File: src/caf_pkg.sv
// package for the can acceptance filter and mask block
package caf_pkg;

  // sizes
  localparam int NUM_FILT = 16;
  localparam int NUM_MASK = 3;

  // register byte addresses
  localparam logic [7:0] ADDR_FILT_SID = 8'h00;
  localparam logic [7:0] ADDR_FILT_EID = 8'h40;
  localparam logic [7:0] ADDR_SEL_LOW = 8'h80;
  localparam logic [7:0] ADDR_SEL_HIGH = 8'h84;
  localparam logic [7:0] ADDR_MASK_SID = 8'h90;
  localparam logic [7:0] ADDR_MASK_EID = 8'hA0;
  localparam logic [7:0] ADDR_HIT_STAT = 8'hB0;

  // field positions in the standard identifier registers and the hit status word
  localparam int SID_MSB = 15;
  localparam int SID_LSB = 5;
  localparam int MODE_BIT = 3;
  localparam int EXT_TOP_MSB = 1;
  localparam int HIT_ANY_BIT = 16;

  // bits 4 and 2 are unimplemented
  localparam logic [15:0] SID_REG_WMASK = 16'hFFEB;

  // reset values
  localparam logic [15:0] SEL_RST = 16'h0000;
  localparam logic [15:0] PAT_RST = 16'h0000;

  // bus responses
  localparam logic [1:0] RESP_OKAY = 2'b00;
  localparam logic [1:0] RESP_SLVERR = 2'b10;

  // mask source codes
  typedef enum logic [1:0] {
    CAF_SEL_MASK0 = 2'b00,
    CAF_SEL_MASK1 = 2'b01,
    CAF_SEL_MASK2 = 2'b10,
    CAF_SEL_NONE = 2'b11
  } caf_sel_t;

  // received frame identifier
  typedef struct packed {
    logic ext;
    logic [10:0] standard_identifier_bits;
    logic [17:0] extended_identifier_bits;
  } caf_frame_t;

  // whole block state
  typedef struct packed {
    logic [15:0][15:0] filt_sid;
    logic [15:0][15:0] filt_eid;
    logic [15:0] sel_low;
    logic [15:0] sel_high;
    logic [2:0][15:0] mask_sid;
    logic [2:0][15:0] mask_eid;
    logic aw_rdy;
    logic w_rdy;
    logic aw_full;
    logic w_full;
    logic [7:0] aw_addr;
    logic [31:0] w_data;
    logic [3:0] w_strb;
    logic bvalid;
    logic [1:0] bresp;
    logic ar_rdy;
    logic rvalid;
    logic [7:0] rd_addr;
    logic [31:0] rdata;
    logic [1:0] rresp;
    logic hit_valid;
    logic [15:0] hit_vec;
  } caf_state_t;

endpackage

File: src/caf_filter.sv
// acceptance filter bank with mask selection behind an axi4-lite slave
//
// Local design decisions: the register addresses and the AXI4-Lite slave port.
`timescale 1ns/10ps

// Operation
// - There are sixteen filters, each with a 16-bit low extended pattern.
// - A compared low extended bit matches only if it equals the pattern.
// - Selector 11 is no mask, 10 mask 2, 01 mask 1 and 00 mask 0.
// - Filters 0-7 select in the low register, 8-15 in the high, 2 bits each.
// - Both selection registers reset to zero so all filters use mask 0.
// - Three masks exist, each with a standard register of sid, mode, ext top.
// - A set standard mask bit compares that identifier bit, clear ignores it.
// - Mask bits 1-0 compare extended bits 17-16 when set, ignore when clear.
// - Mode one accepts only frames whose format equals the filter's setting.
// - Mode zero accepts either format when the identifier bits match.
// - Bits 4 and 2 of a mask standard register ignore writes and read zero.
// - The filter extended enable acts only in mode one, ext or std only.
// - Compared filter sid and top extended pattern bits must equal the frame bits.
// - Each mask has a 16-bit low extended mask register of compare bits.
module caf_filter (
  // clock and reset
  input wire logic aclk,
  input wire logic aresetn,
  // axi4-lite write channels
  input wire logic [7:0] s_axi_awaddr,
  input wire logic s_axi_awvalid,
  output logic s_axi_awready,
  input wire logic [31:0] s_axi_wdata,
  input wire logic [3:0] s_axi_wstrb,
  input wire logic s_axi_wvalid,
  output logic s_axi_wready,
  output logic [1:0] s_axi_bresp,
  output logic s_axi_bvalid,
  input wire logic s_axi_bready,
  // axi4-lite read channels
  input wire logic [7:0] s_axi_araddr,
  input wire logic s_axi_arvalid,
  output logic s_axi_arready,
  output logic [31:0] s_axi_rdata,
  output logic [1:0] s_axi_rresp,
  output logic s_axi_rvalid,
  input wire logic s_axi_rready,
  // received frame from the bit engine, same clock
  input wire logic frame_valid,
  input wire caf_pkg::caf_frame_t frame,
  // filter results
  output logic hit_valid,
  output logic [15:0] hit_vec
);

  caf_pkg::caf_state_t s;
  caf_pkg::caf_state_t next_s;

  // byte lanes 0 and 1 only, registers are 16 bits wide
  function automatic logic [15:0] merge16(input logic [15:0] old,
                                          input logic [31:0] data,
                                          input logic [3:0] strb);
    logic [15:0] r;
    r = old;
    if (strb[0]) r[7:0] = data[7:0];
    if (strb[1]) r[15:8] = data[15:8];
    return r;
  endfunction

  // two-bit mask source of filter n
  function automatic logic [1:0] sel_of(input logic [15:0] lo,
                                        input logic [15:0] hi,
                                        input int n);
    logic [1:0] r;
    if (n < 8) r = lo[2*n +: 2];
    else r = hi[2*(n-8) +: 2];
    return r;
  endfunction

  // one filter against one frame
  function automatic logic filt_hit(input caf_pkg::caf_frame_t f,
                                    input logic [15:0] psid,
                                    input logic [15:0] peid,
                                    input logic [15:0] msid,
                                    input logic [15:0] meid,
                                    input logic [1:0] sel);
    logic [28:0] pat;
    logic [28:0] id;
    logic [28:0] cmp;
    logic mode;
    logic ok;
    pat = {psid[caf_pkg::SID_MSB:caf_pkg::SID_LSB],
           psid[caf_pkg::EXT_TOP_MSB:0], peid};
    id = {f.standard_identifier_bits, f.extended_identifier_bits};
    if (sel == caf_pkg::CAF_SEL_NONE) begin
      cmp = '1;
      mode = 1'b1;
    end else begin
      cmp = {msid[caf_pkg::SID_MSB:caf_pkg::SID_LSB],
             msid[caf_pkg::EXT_TOP_MSB:0], meid};
      mode = msid[caf_pkg::MODE_BIT];
    end
    // a standard frame carries no extended bits to compare
    if (!f.ext) cmp[17:0] = '0;
    ok = ((pat ^ id) & cmp) == '0;
    if (mode && (f.ext != psid[caf_pkg::MODE_BIT])) ok = 1'b0;
    return ok;
  endfunction

  // register read decode, returns {resp, data}
  function automatic logic [33:0] rd_word(input caf_pkg::caf_state_t st,
                                          input logic [7:0] a);
    logic [15:0] d;
    logic [1:0] resp;
    d = '0;
    resp = caf_pkg::RESP_OKAY;
    if (a < caf_pkg::ADDR_FILT_EID) d = st.filt_sid[a[5:2]];
    else if (a < caf_pkg::ADDR_SEL_LOW) d = st.filt_eid[a[5:2]];
    else if (a == caf_pkg::ADDR_SEL_LOW) d = st.sel_low;
    else if (a == caf_pkg::ADDR_SEL_HIGH) d = st.sel_high;
    else if (a >= caf_pkg::ADDR_MASK_SID && a[3:2] != 2'b11 &&
             a < caf_pkg::ADDR_MASK_EID) d = st.mask_sid[a[3:2]];
    else if (a >= caf_pkg::ADDR_MASK_EID && a[3:2] != 2'b11 &&
             a < caf_pkg::ADDR_HIT_STAT) d = st.mask_eid[a[3:2]];
    else if (a == caf_pkg::ADDR_HIT_STAT) d = st.hit_vec;
    else resp = caf_pkg::RESP_SLVERR;
    if (a == caf_pkg::ADDR_HIT_STAT) begin
      return {resp, 15'h0000, |st.hit_vec, d};
    end
    return {resp, 16'h0000, d};
  endfunction

  always_comb begin
    logic [7:0] a;
    logic [1:0] sl;
    logic [1:0] mi;
    a = s.aw_addr;
    sl = '0;
    mi = '0;
    next_s = s;

    // filtering, result held until the next frame
    next_s.hit_valid = frame_valid;
    if (frame_valid) begin
      for (int i = 0; i < caf_pkg::NUM_FILT; i++) begin
        sl = sel_of(s.sel_low, s.sel_high, i);
        mi = (sl == caf_pkg::CAF_SEL_NONE) ? 2'b00 : sl;
        next_s.hit_vec[i] = filt_hit(frame, s.filt_sid[i], s.filt_eid[i],
                                     s.mask_sid[mi], s.mask_eid[mi], sl);
      end
    end

    // write address and data may arrive in either order
    if (s_axi_awvalid && s.aw_rdy) begin
      next_s.aw_full = 1'b1;
      next_s.aw_addr = s_axi_awaddr;
    end
    if (s_axi_wvalid && s.w_rdy) begin
      next_s.w_full = 1'b1;
      next_s.w_data = s_axi_wdata;
      next_s.w_strb = s_axi_wstrb;
    end
    if (s.bvalid && s_axi_bready) next_s.bvalid = 1'b0;
    if (s.aw_full && s.w_full && !s.bvalid) begin
      next_s.aw_full = 1'b0;
      next_s.w_full = 1'b0;
      next_s.bvalid = 1'b1;
      next_s.bresp = caf_pkg::RESP_OKAY;
      if (a < caf_pkg::ADDR_FILT_EID) begin
        next_s.filt_sid[a[5:2]] = merge16(s.filt_sid[a[5:2]], s.w_data,
                                          s.w_strb) & caf_pkg::SID_REG_WMASK;
      end else if (a < caf_pkg::ADDR_SEL_LOW) begin
        next_s.filt_eid[a[5:2]] = merge16(s.filt_eid[a[5:2]], s.w_data,
                                          s.w_strb);
      end else if (a == caf_pkg::ADDR_SEL_LOW) begin
        next_s.sel_low = merge16(s.sel_low, s.w_data, s.w_strb);
      end else if (a == caf_pkg::ADDR_SEL_HIGH) begin
        next_s.sel_high = merge16(s.sel_high, s.w_data, s.w_strb);
      end else if (a >= caf_pkg::ADDR_MASK_SID && a[3:2] != 2'b11 &&
                   a < caf_pkg::ADDR_MASK_EID) begin
        next_s.mask_sid[a[3:2]] = merge16(s.mask_sid[a[3:2]], s.w_data,
                                   s.w_strb) & caf_pkg::SID_REG_WMASK;
      end else if (a >= caf_pkg::ADDR_MASK_EID && a[3:2] != 2'b11 &&
                   a < caf_pkg::ADDR_HIT_STAT) begin
        next_s.mask_eid[a[3:2]] = merge16(s.mask_eid[a[3:2]], s.w_data,
                                          s.w_strb);
      end else if (a != caf_pkg::ADDR_HIT_STAT) begin
        next_s.bresp = caf_pkg::RESP_SLVERR;
      end
    end
    // stall both write channels while a response is pending
    next_s.aw_rdy = !next_s.aw_full && !next_s.bvalid;
    next_s.w_rdy = !next_s.w_full && !next_s.bvalid;

    // read: one outstanding, data registered
    if (s.rvalid && s_axi_rready) next_s.rvalid = 1'b0;
    if (s_axi_arvalid && s.ar_rdy) begin
      next_s.rd_addr = s_axi_araddr;
      {next_s.rresp, next_s.rdata} = rd_word(s, s_axi_araddr);
      next_s.rvalid = 1'b1;
    end
    next_s.ar_rdy = !next_s.rvalid;
  end

  always_ff @(posedge aclk) begin
    if (!aresetn) begin
      s <= caf_pkg::caf_state_t'('0);
    end else begin
      s <= next_s;
    end
  end

  assign s_axi_awready = s.aw_rdy;
  assign s_axi_wready = s.w_rdy;
  assign s_axi_bresp = s.bresp;
  assign s_axi_bvalid = s.bvalid;
  assign s_axi_arready = s.ar_rdy;
  assign s_axi_rdata = s.rdata;
  assign s_axi_rresp = s.rresp;
  assign s_axi_rvalid = s.rvalid;
  assign hit_valid = s.hit_valid;
  assign hit_vec = s.hit_vec;

  // helpers for the checks on filter 0
  logic [1:0] sel0;
  logic [28:0] pat0;
  logic [28:0] fid;
  logic mask0_open;
  logic [28:0] msk0;
  assign msk0 = {s.mask_sid[0][15:5], s.mask_sid[0][1:0], s.mask_eid[0]};
  assign sel0 = sel_of(s.sel_low, s.sel_high, 0);
  assign pat0 = {s.filt_sid[0][15:5], s.filt_sid[0][1:0], s.filt_eid[0]};
  assign fid = {frame.standard_identifier_bits, frame.extended_identifier_bits};
  assign mask0_open = (s.mask_sid[0] == '0) && (s.mask_eid[0] == '0);
endmodule // caf_filter

File: config.mk
export PLATFORM = sky130hd
export DESIGN_NAME = caf_filter
export DESIGN_NICKNAME = d
export VERILOG_FILES = /design/src/caf_pkg.sv /design/src/caf_filter.sv
export SDC_FILE = /design/constraint.sdc
export NUM_CORES = 2
export LEC_CHECK = 0
export ABC_CLOCK_PERIOD_IN_PS = 3100
export BUFFER_PORTS_ARGS = -buffer_cell sky130_fd_sc_hd__buf_2
export CAP_MARGIN = 20
export CORE_ASPECT_RATIO = 1.2
export CORE_UTILIZATION = 40
export DETAILED_ROUTE_END_ITERATION = 8
export HOLD_SLACK_MARGIN = 0.02
export REMOVE_ABC_BUFFERS = 1
export SLEW_MARGIN = 20
export SYNTH_ARGS = -nofsm -noshare
export SYNTH_HDL_FRONTEND = slang
export SYNTH_SLANG_ARGS = --single-unit
File: constraint.sdc
create_clock -name aclk -period 3.1 [get_ports aclk]
set_input_delay 0.62 -clock aclk [delete_from_list [all_inputs] [get_ports aclk]]
set_output_delay 0.62 -clock aclk [all_outputs]
set_load 0.03 [all_outputs]
# [Word-level counts from Yosys, hierarchy flattened]
# Cells that the tools add are included.
[word_totals] ff_bits=734 input_bits=90 out_inout_bits=58 wordCells=542
[classes] n_lt_le_gt_ge=34 eq_ne=40 n_mux=308 bitwise=37 n_reduce_logical=65
[ops] op="16-bit binary-select mux with 2-bit select" count=36
[ops] op="29-bit 2-to-1 mux" count=32
[ops] op="16-bit 2-to-1 mux" count=49
[ops] op="18-bit 2-to-1 mux" count=32
[ops] op="256-bit bitwise mux" count=2
[ops] op="29-bit bitwise AND" count=16
[ops] op="29-bit logical NOT" count=16
[ops] op="29-bit bitwise XOR" count=16
[ops] op="8-bit 2-to-1 mux" count=44
[ops] op="16-bit binary-select mux with 4-bit select" count=4
[ops] op="48-bit bitwise mux" count=2
[ops] op="2-bit 2-to-1 mux" count=47
[ops] op="34-bit 2-to-1 mux" count=2
[ops] op="16-bit demux with 4-bit select" count=1
[ops] op="2-bit by 3-bit < comparator with 1-bit output (second input constant)" count=18
[ops] op="1-bit 2-to-1 mux" count=54
[ops] op="8-bit < comparator (second input constant)" count=6
[ops] op="43-bit 2-to-1 mux" count=1
[ops] op="8-bit == test (second input constant)" count=5
[ops] op="1-bit logical AND" count=35
[ops] op="16-bit demux with 2-bit select" count=1
[ops] op="2-bit == test (second input constant)" count=16
[ops] op="8-bit greater-or-equal comparator (second input constant)" count=4
[ops] op="6-bit AND reduction" count=3
[ops] op="15 further kinds" count=42

# [Longest topological paths before layout]
[logic_depth] depth_word=13 depth_mapped=12 mapped_depth_nobuf=6

# [Worst setup path before layout]
# Ideal clock, no wire load.
[synth_path] path_kind="in2reg" startpoint="in s_axi_araddr[2]" endpoint="reg s, in the netlist s_axi_rdata[1]" setup_time_ps=133 arrival_time_ps=2592 t_required_ps=2967 slack_ps=375 stages=6 path_buffers=2 path_cell_list="buf_2 -> clkbuf_1 -> mux4_2 -> mux4_2 -> a221oi_1 -> a21oi_1"
[synth_via] elab_chain_cells=11 elab_cells_between_ends=33 cone_classes="order compare: 6; eq/ne: 4; mux: 19; reduce/logical: 4"
[synth_lines] element="start: declaration" line_no="caf_filter.sv:37" rtl="input wire logic [7:0] s_axi_araddr,"
[synth_lines] element="8-bit greater-or-equal comparator or 2-bit != test (tied branches)" line_no="caf_filter.sv:119, caf_filter.sv:117"
[synth_lines] element="1-bit logical AND (2 in series)" line_no="caf_filter.sv:119" rtl="else if (a >= caf_pkg::ADDR_MASK_EID && a[3:2] != 2'b11 &&"
[synth_lines] element="16-bit 2-to-1 mux" line_no="caf_filter.sv:119"
[synth_lines] element="16-bit 2-to-1 mux" line_no="caf_filter.sv:117" rtl="else if (a >= caf_pkg::ADDR_MASK_SID && a[3:2] != 2'b11 &&"
[synth_lines] element="16-bit 2-to-1 mux" line_no="caf_filter.sv:116" rtl="else if (a == caf_pkg::ADDR_SEL_HIGH) d = st.sel_high;"
[synth_lines] element="16-bit 2-to-1 mux" line_no="caf_filter.sv:115" rtl="else if (a == caf_pkg::ADDR_SEL_LOW) d = st.sel_low;"
[synth_lines] element="16-bit 2-to-1 mux" line_no="caf_filter.sv:114" rtl="else if (a < caf_pkg::ADDR_SEL_LOW) d = st.filt_eid[a[5:2]];"
[synth_lines] element="16-bit 2-to-1 mux" line_no="caf_filter.sv:113" rtl="if (a < caf_pkg::ADDR_FILT_EID) d = st.filt_sid[a[5:2]];"
[synth_lines] element="34-bit 2-to-1 mux" line_no="caf_filter.sv:123" rtl="if (a == caf_pkg::ADDR_HIT_STAT) begin"
[synth_lines] element="34-bit 2-to-1 mux (*)" line_no="caf_filter.sv:126" rtl="return {resp, 16'h0000, d};"
[synth_lines] element="end signal: assignment" line_no="caf_filter.sv:203" rtl="s <= caf_pkg::caf_state_t'('0);"
[synth_lines] element="end signal: assignment" line_no="caf_filter.sv:205" rtl="s <= next_s;"
[synth_lines] element="end: declaration" line_no="caf_filter.sv:52" rtl="caf_pkg::caf_state_t s;"
# Mark *: on every way between the ends. The rest lies on a longest branch, timed or not. The select of a mux whose other input is x is not followed.
# A chain may end at the register's enable or synchronous reset.

# [Worst setup path after layout]
[layout_path] startpoint="reg s[145] in the netlist's numbering" endpoint="reg s, in the netlist hit_vec[12]"
[layout_via] elab_chain_cells=9
[layout_lines] element="16-bit binary-select mux with 2-bit select" line_no="caf_filter.sv:145" rtl="s.mask_sid[mi], s.mask_eid[mi], sl);"
[layout_lines] element="16-bit 2-to-1 mux (implied by the code)" line_no="caf_filter.sv:145"
[layout_lines] element="29-bit 2-to-1 mux" line_no="caf_filter.sv:91" rtl="if (sel == caf_pkg::CAF_SEL_NONE) begin"
[layout_lines] element="29-bit 2-to-1 mux" line_no="caf_filter.sv:140" rtl="if (frame_valid) begin"
[layout_lines] element="18-bit 2-to-1 mux" line_no="caf_filter.sv:100" rtl="if (!f.ext) cmp[17:0] = '0;"
[layout_lines] element="18-bit 2-to-1 mux" line_no="caf_filter.sv:140"
[layout_lines] element="29-bit bitwise AND" line_no="caf_filter.sv:101" rtl="ok = ((pat ^ id) & cmp) == '0;"
[layout_lines] element="29-bit logical NOT" line_no="caf_filter.sv:101"
[layout_lines] element="1-bit 2-to-1 mux" line_no="caf_filter.sv:102" rtl="if (mode && (f.ext != psid[caf_pkg::MODE_BIT])) ok = 1'b0;"
# Every way passes these cells. The select of a mux whose other input is x is not followed.

==> impl_metrics.py <==
metrics = {
    "global_route": {
        "grt_pass1_wl_mm": 441,
        "grt_max_degree": 117,
        "grtUsageTotal_pct": 49.5,
        "grt_pass1_vias": 49600,
        "antenna_found_initial": 28,
        "grt-ovfl-total": 0,
    },
    "synth": {
        "synthCells": 5733,
        "syn_area_mm2": 0.0517,
        "yosys_warnings": 0,
        "synthTopCellsByArea": "dfxtp_1 26%, mux4_2 12%, mux2i_1 7.9%",
        "synth_edf_count": 0,
        "synth_flop_cell": "dfxtp_1",
        "ys_ff_latch": 671,
        "ys_seq_area_share_pct": 26.0,
        "yosysTopAreaCell": "dfxtp_1",
        "async_reset_ff_share_pct": 0,
        "syn_avg_cell_area_um2": 9.01,
        "synth_cell_type_count": 71,
        "yosysTopAreaCellShare_pct": 26.0,
    },
    "clock_tree": {
        "cts-root-buf": "clkbuf_16",
        "numCtsBuffers": 79,
        "holdBufCountCts": 0,
        "clk_pin_slew_ps": 60,
        "post_cts_buffers": 0,
        "clock_latency_ps": 740,
        "clockBufferDepth": 3,
        "htree_levels": 3,
        "cts_resized": 0,
        "cts.sinks": 671,
        "cts_tree": "done",
    },
    "detailed_routing": {
        "viasPerCell": 6.93,
        "avgRoutedWirePerCell_um": 43.6,
        "drc": 0,
        "wl_mm": 330,
        "initialDrtViolationCount": 6669,
        "drtPass1Iterations": 6,
        "num_vias": 52500,
        "drtAntennaViolNets": 0,
    },
    "setup_path": {
        "path_max_fanout": 17,
        "critPathKind": "flop to flop",
        "arrival_ps": 3600,
        "regToRegSetupSlack_ps": 120,
        "worstPathRequired_ps": 3720,
        "end_kind": "flop",
        "start_kind": "flop",
    },
    "finish": {
        "multi_input_area_mm2": 0.0347,
        "area_delta_synth_final_pct": 15.6,
        "seq_area_mm2": 0.0135,
        "nNetsFinal": 5901,
        "design_area_mm2": 0.0597,
        "nFillCells": 12400,
        "layout-drive-gt1-share_pct": 28.3,
    },
    "placed_design": {
        "place_area_mm2": 0.0569,
        "place.gp.congestion": 1.10,
        "port_buffers": 112,
        "post-dp-hpwl_mm": 249,
    },
    "sta": {
        "fin_worst_skew_ps": 47.7,
        "hold_viol": 0,
        "fmaxAchievable_mhz": 336,
        "max_slew_margin_pct": 15.6,
        "rsz0062_at_grt": "no",
        "setup_viol": 0,
        "tns_ps": 0,
        "finalCritPeriodShare_pct": 96.1,
        "tightest_slew_ps": 1260,
        "fin_hold_ws_ps": 125,
        "drv_slew": 0,
        "finalCriticalPeriod_ps": 2980,
    },
    "die": {
        "ios": 148,
        "die_h_um": 396,
        "die-width_um": 330,
        "dieArea_mm2": 0.131,
        "start_util_pct": 40.3,
        "rows": 144,
        "core_mm2": 0.128,
    },
    "job": {
        "maxCapViolations": 0,
    },
    "worst_hold_path": {
        "hold_class": "input pin to flop",
    },
    "power_and_ir_drop": {
        "p_leak_nw": 20.6,
        "p_per_area_mw_per_mm2": 366,
        "max-vdd-ir-drop_uv": 351,
    },
    "outcome": {
        "status": "finished clean",
    },
}
## where the power goes
part / internal (mW) / switching, mW / leakage, nW / total [mW]
Sequential: 8.68 / 0.199 / 5.43 / 8.87
Clock: 5.73 / 4.45 / 1.34 / 10.2
Combinational: 0.859 / 1.93 / 13.9 / 2.79
## synth_stat cells, types with 31 or more instances
master     count
a211oi_1     305
a211oi_2     121
a21oi_1      256
a21oi_2       79
buf_1         78
buf_2        114
buf_4         65
buf_6         33
clkbuf_1     496
dfxtp_1      671
mux2_2       157
mux2i_1      406
mux4_2       282
nand2_1      256
nand2b_1      39
nand4_1       54
nor2_1       609
nor2b_1       58
nor4_1        51
o2111ai_1     42
o211ai_1      32
o21a_1        31
o21ai_0      397
o221ai_1      70
o22ai_1      174
o32ai_1       59
xnor2_1      153
xor2_1       327
## state kept, by name, indices dropped and copies added, names as in the netlist
name	flops
hit_valid	1
s_axi_bresp	1
s_axi_rresp	1
s	572
s_axi_wready	1
s_axi_arready	1
hit_vec	16
pat0	29
s_axi_bvalid	1
msk0	29
s_axi_awready	1
s_axi_rdata	17
s_axi_rvalid	1
## worst paths after layout
kind / start / end / cells past startpoint
setup reg to reg: s[145]$_SDFFE_PN0P_ / hit_vec[12]$_SDFFE_PN0P_ / 7
setup / recovery: s[145]$_SDFFE_PN0P_ / hit_vec[12]$_SDFFE_PN0P_ / 7
hold / removal: s_axi_awaddr[4] / s[104]$_SDFFE_PN0P_ / 3
hold reg to reg: s[108]$_SDFF_PN0_ / s_axi_wready$_SDFF_PN0_ / 1
## worst max-delay path: stages, from the launching register on
cell,delay [ps]
dfxtp_1,610
or3b_2,600
o2111ai_1,110
o2111ai_1,520
nor4_1,430
nand4_1,200
buf_12,200
a211oi_1,190
## cell type report
type | count | area share, %
Sequential cell | 671 | 22.6
Inverter | 22 | 0.151
Timing Repair Buffer | 768 | 11.0
Clock buffer | 99 | 3.71
Clock inverter | 43 | 0.891
Antenna cell | 21 | 0.0880
Tap cell | 1679 | 3.52
Multi-Input combinational cell | 4269 | 58.1
## metal layers
layer	GRT usage (%)	vias to the layer above	wire, um
li1	-	21500	-
met1	55.7	26300	117000
met2	76.3	3530	146000
met3	10.6	1156	27700
met4	49.1	4	40100
met5	0.0750	-	24
## layout by cell type, fill, tap and decap left out, drive strengths merged, types with 21 or more instances in the layout
cell / synthesis / layout
buf: 291 / 765
dfxtp: 671 / 671
nor2: 613 / 613
mux2i: 436 / 436
a211oi: 426 / 426
o21ai: 399 / 399
a21oi: 335 / 335
xor2: 327 / 327
mux4: 282 / 282
nand2: 257 / 257
o22ai: 174 / 174
mux2: 157 / 157
xnor2: 153 / 153
clkbuf: 496 / 102
o221ai: 70 / 70
o32ai: 59 / 59
nor2b: 58 / 58
nand4: 54 / 54
nor4: 52 / 52
o2111ai: 42 / 42
nand2b: 39 / 39
o211ai: 32 / 32
o21a: 31 / 31
a22oi: 30 / 30
o31ai: 30 / 30
inv: 22 / 30
and3: 28 / 28
o2bb2ai: 24 / 24
diode: 0 / 21
clkinv: 0 / 21
## cell families after synthesis
group                  after synthesis  share of synthesized area (%)
AO/OA/AOI/OAI                     1748                           23.9
XOR/XNOR                           480                           8.14
buffers and inverters              809                           7.14
flip-flops                         671                           26.0
multiplexers                       875                           24.9
other                                1                        0.00726
AND/OR/NAND/NOR                   1149                           9.90
## stage by stage
step	instances	setup slack [ps]	utilization, %	power (mW)
2_1_floorplan	4962	-5870	-	10.0
3_3_place_gp	7407	135	44.3	11.7
3_5_place_dp	7407	126	44.3	11.7
4_1_cts	7549	261	46.5	21.8
5_1_grt	7556	121	46.5	22.2
6_report	7572	119	46.5	21.8
(Power assumes the default switching activity.)
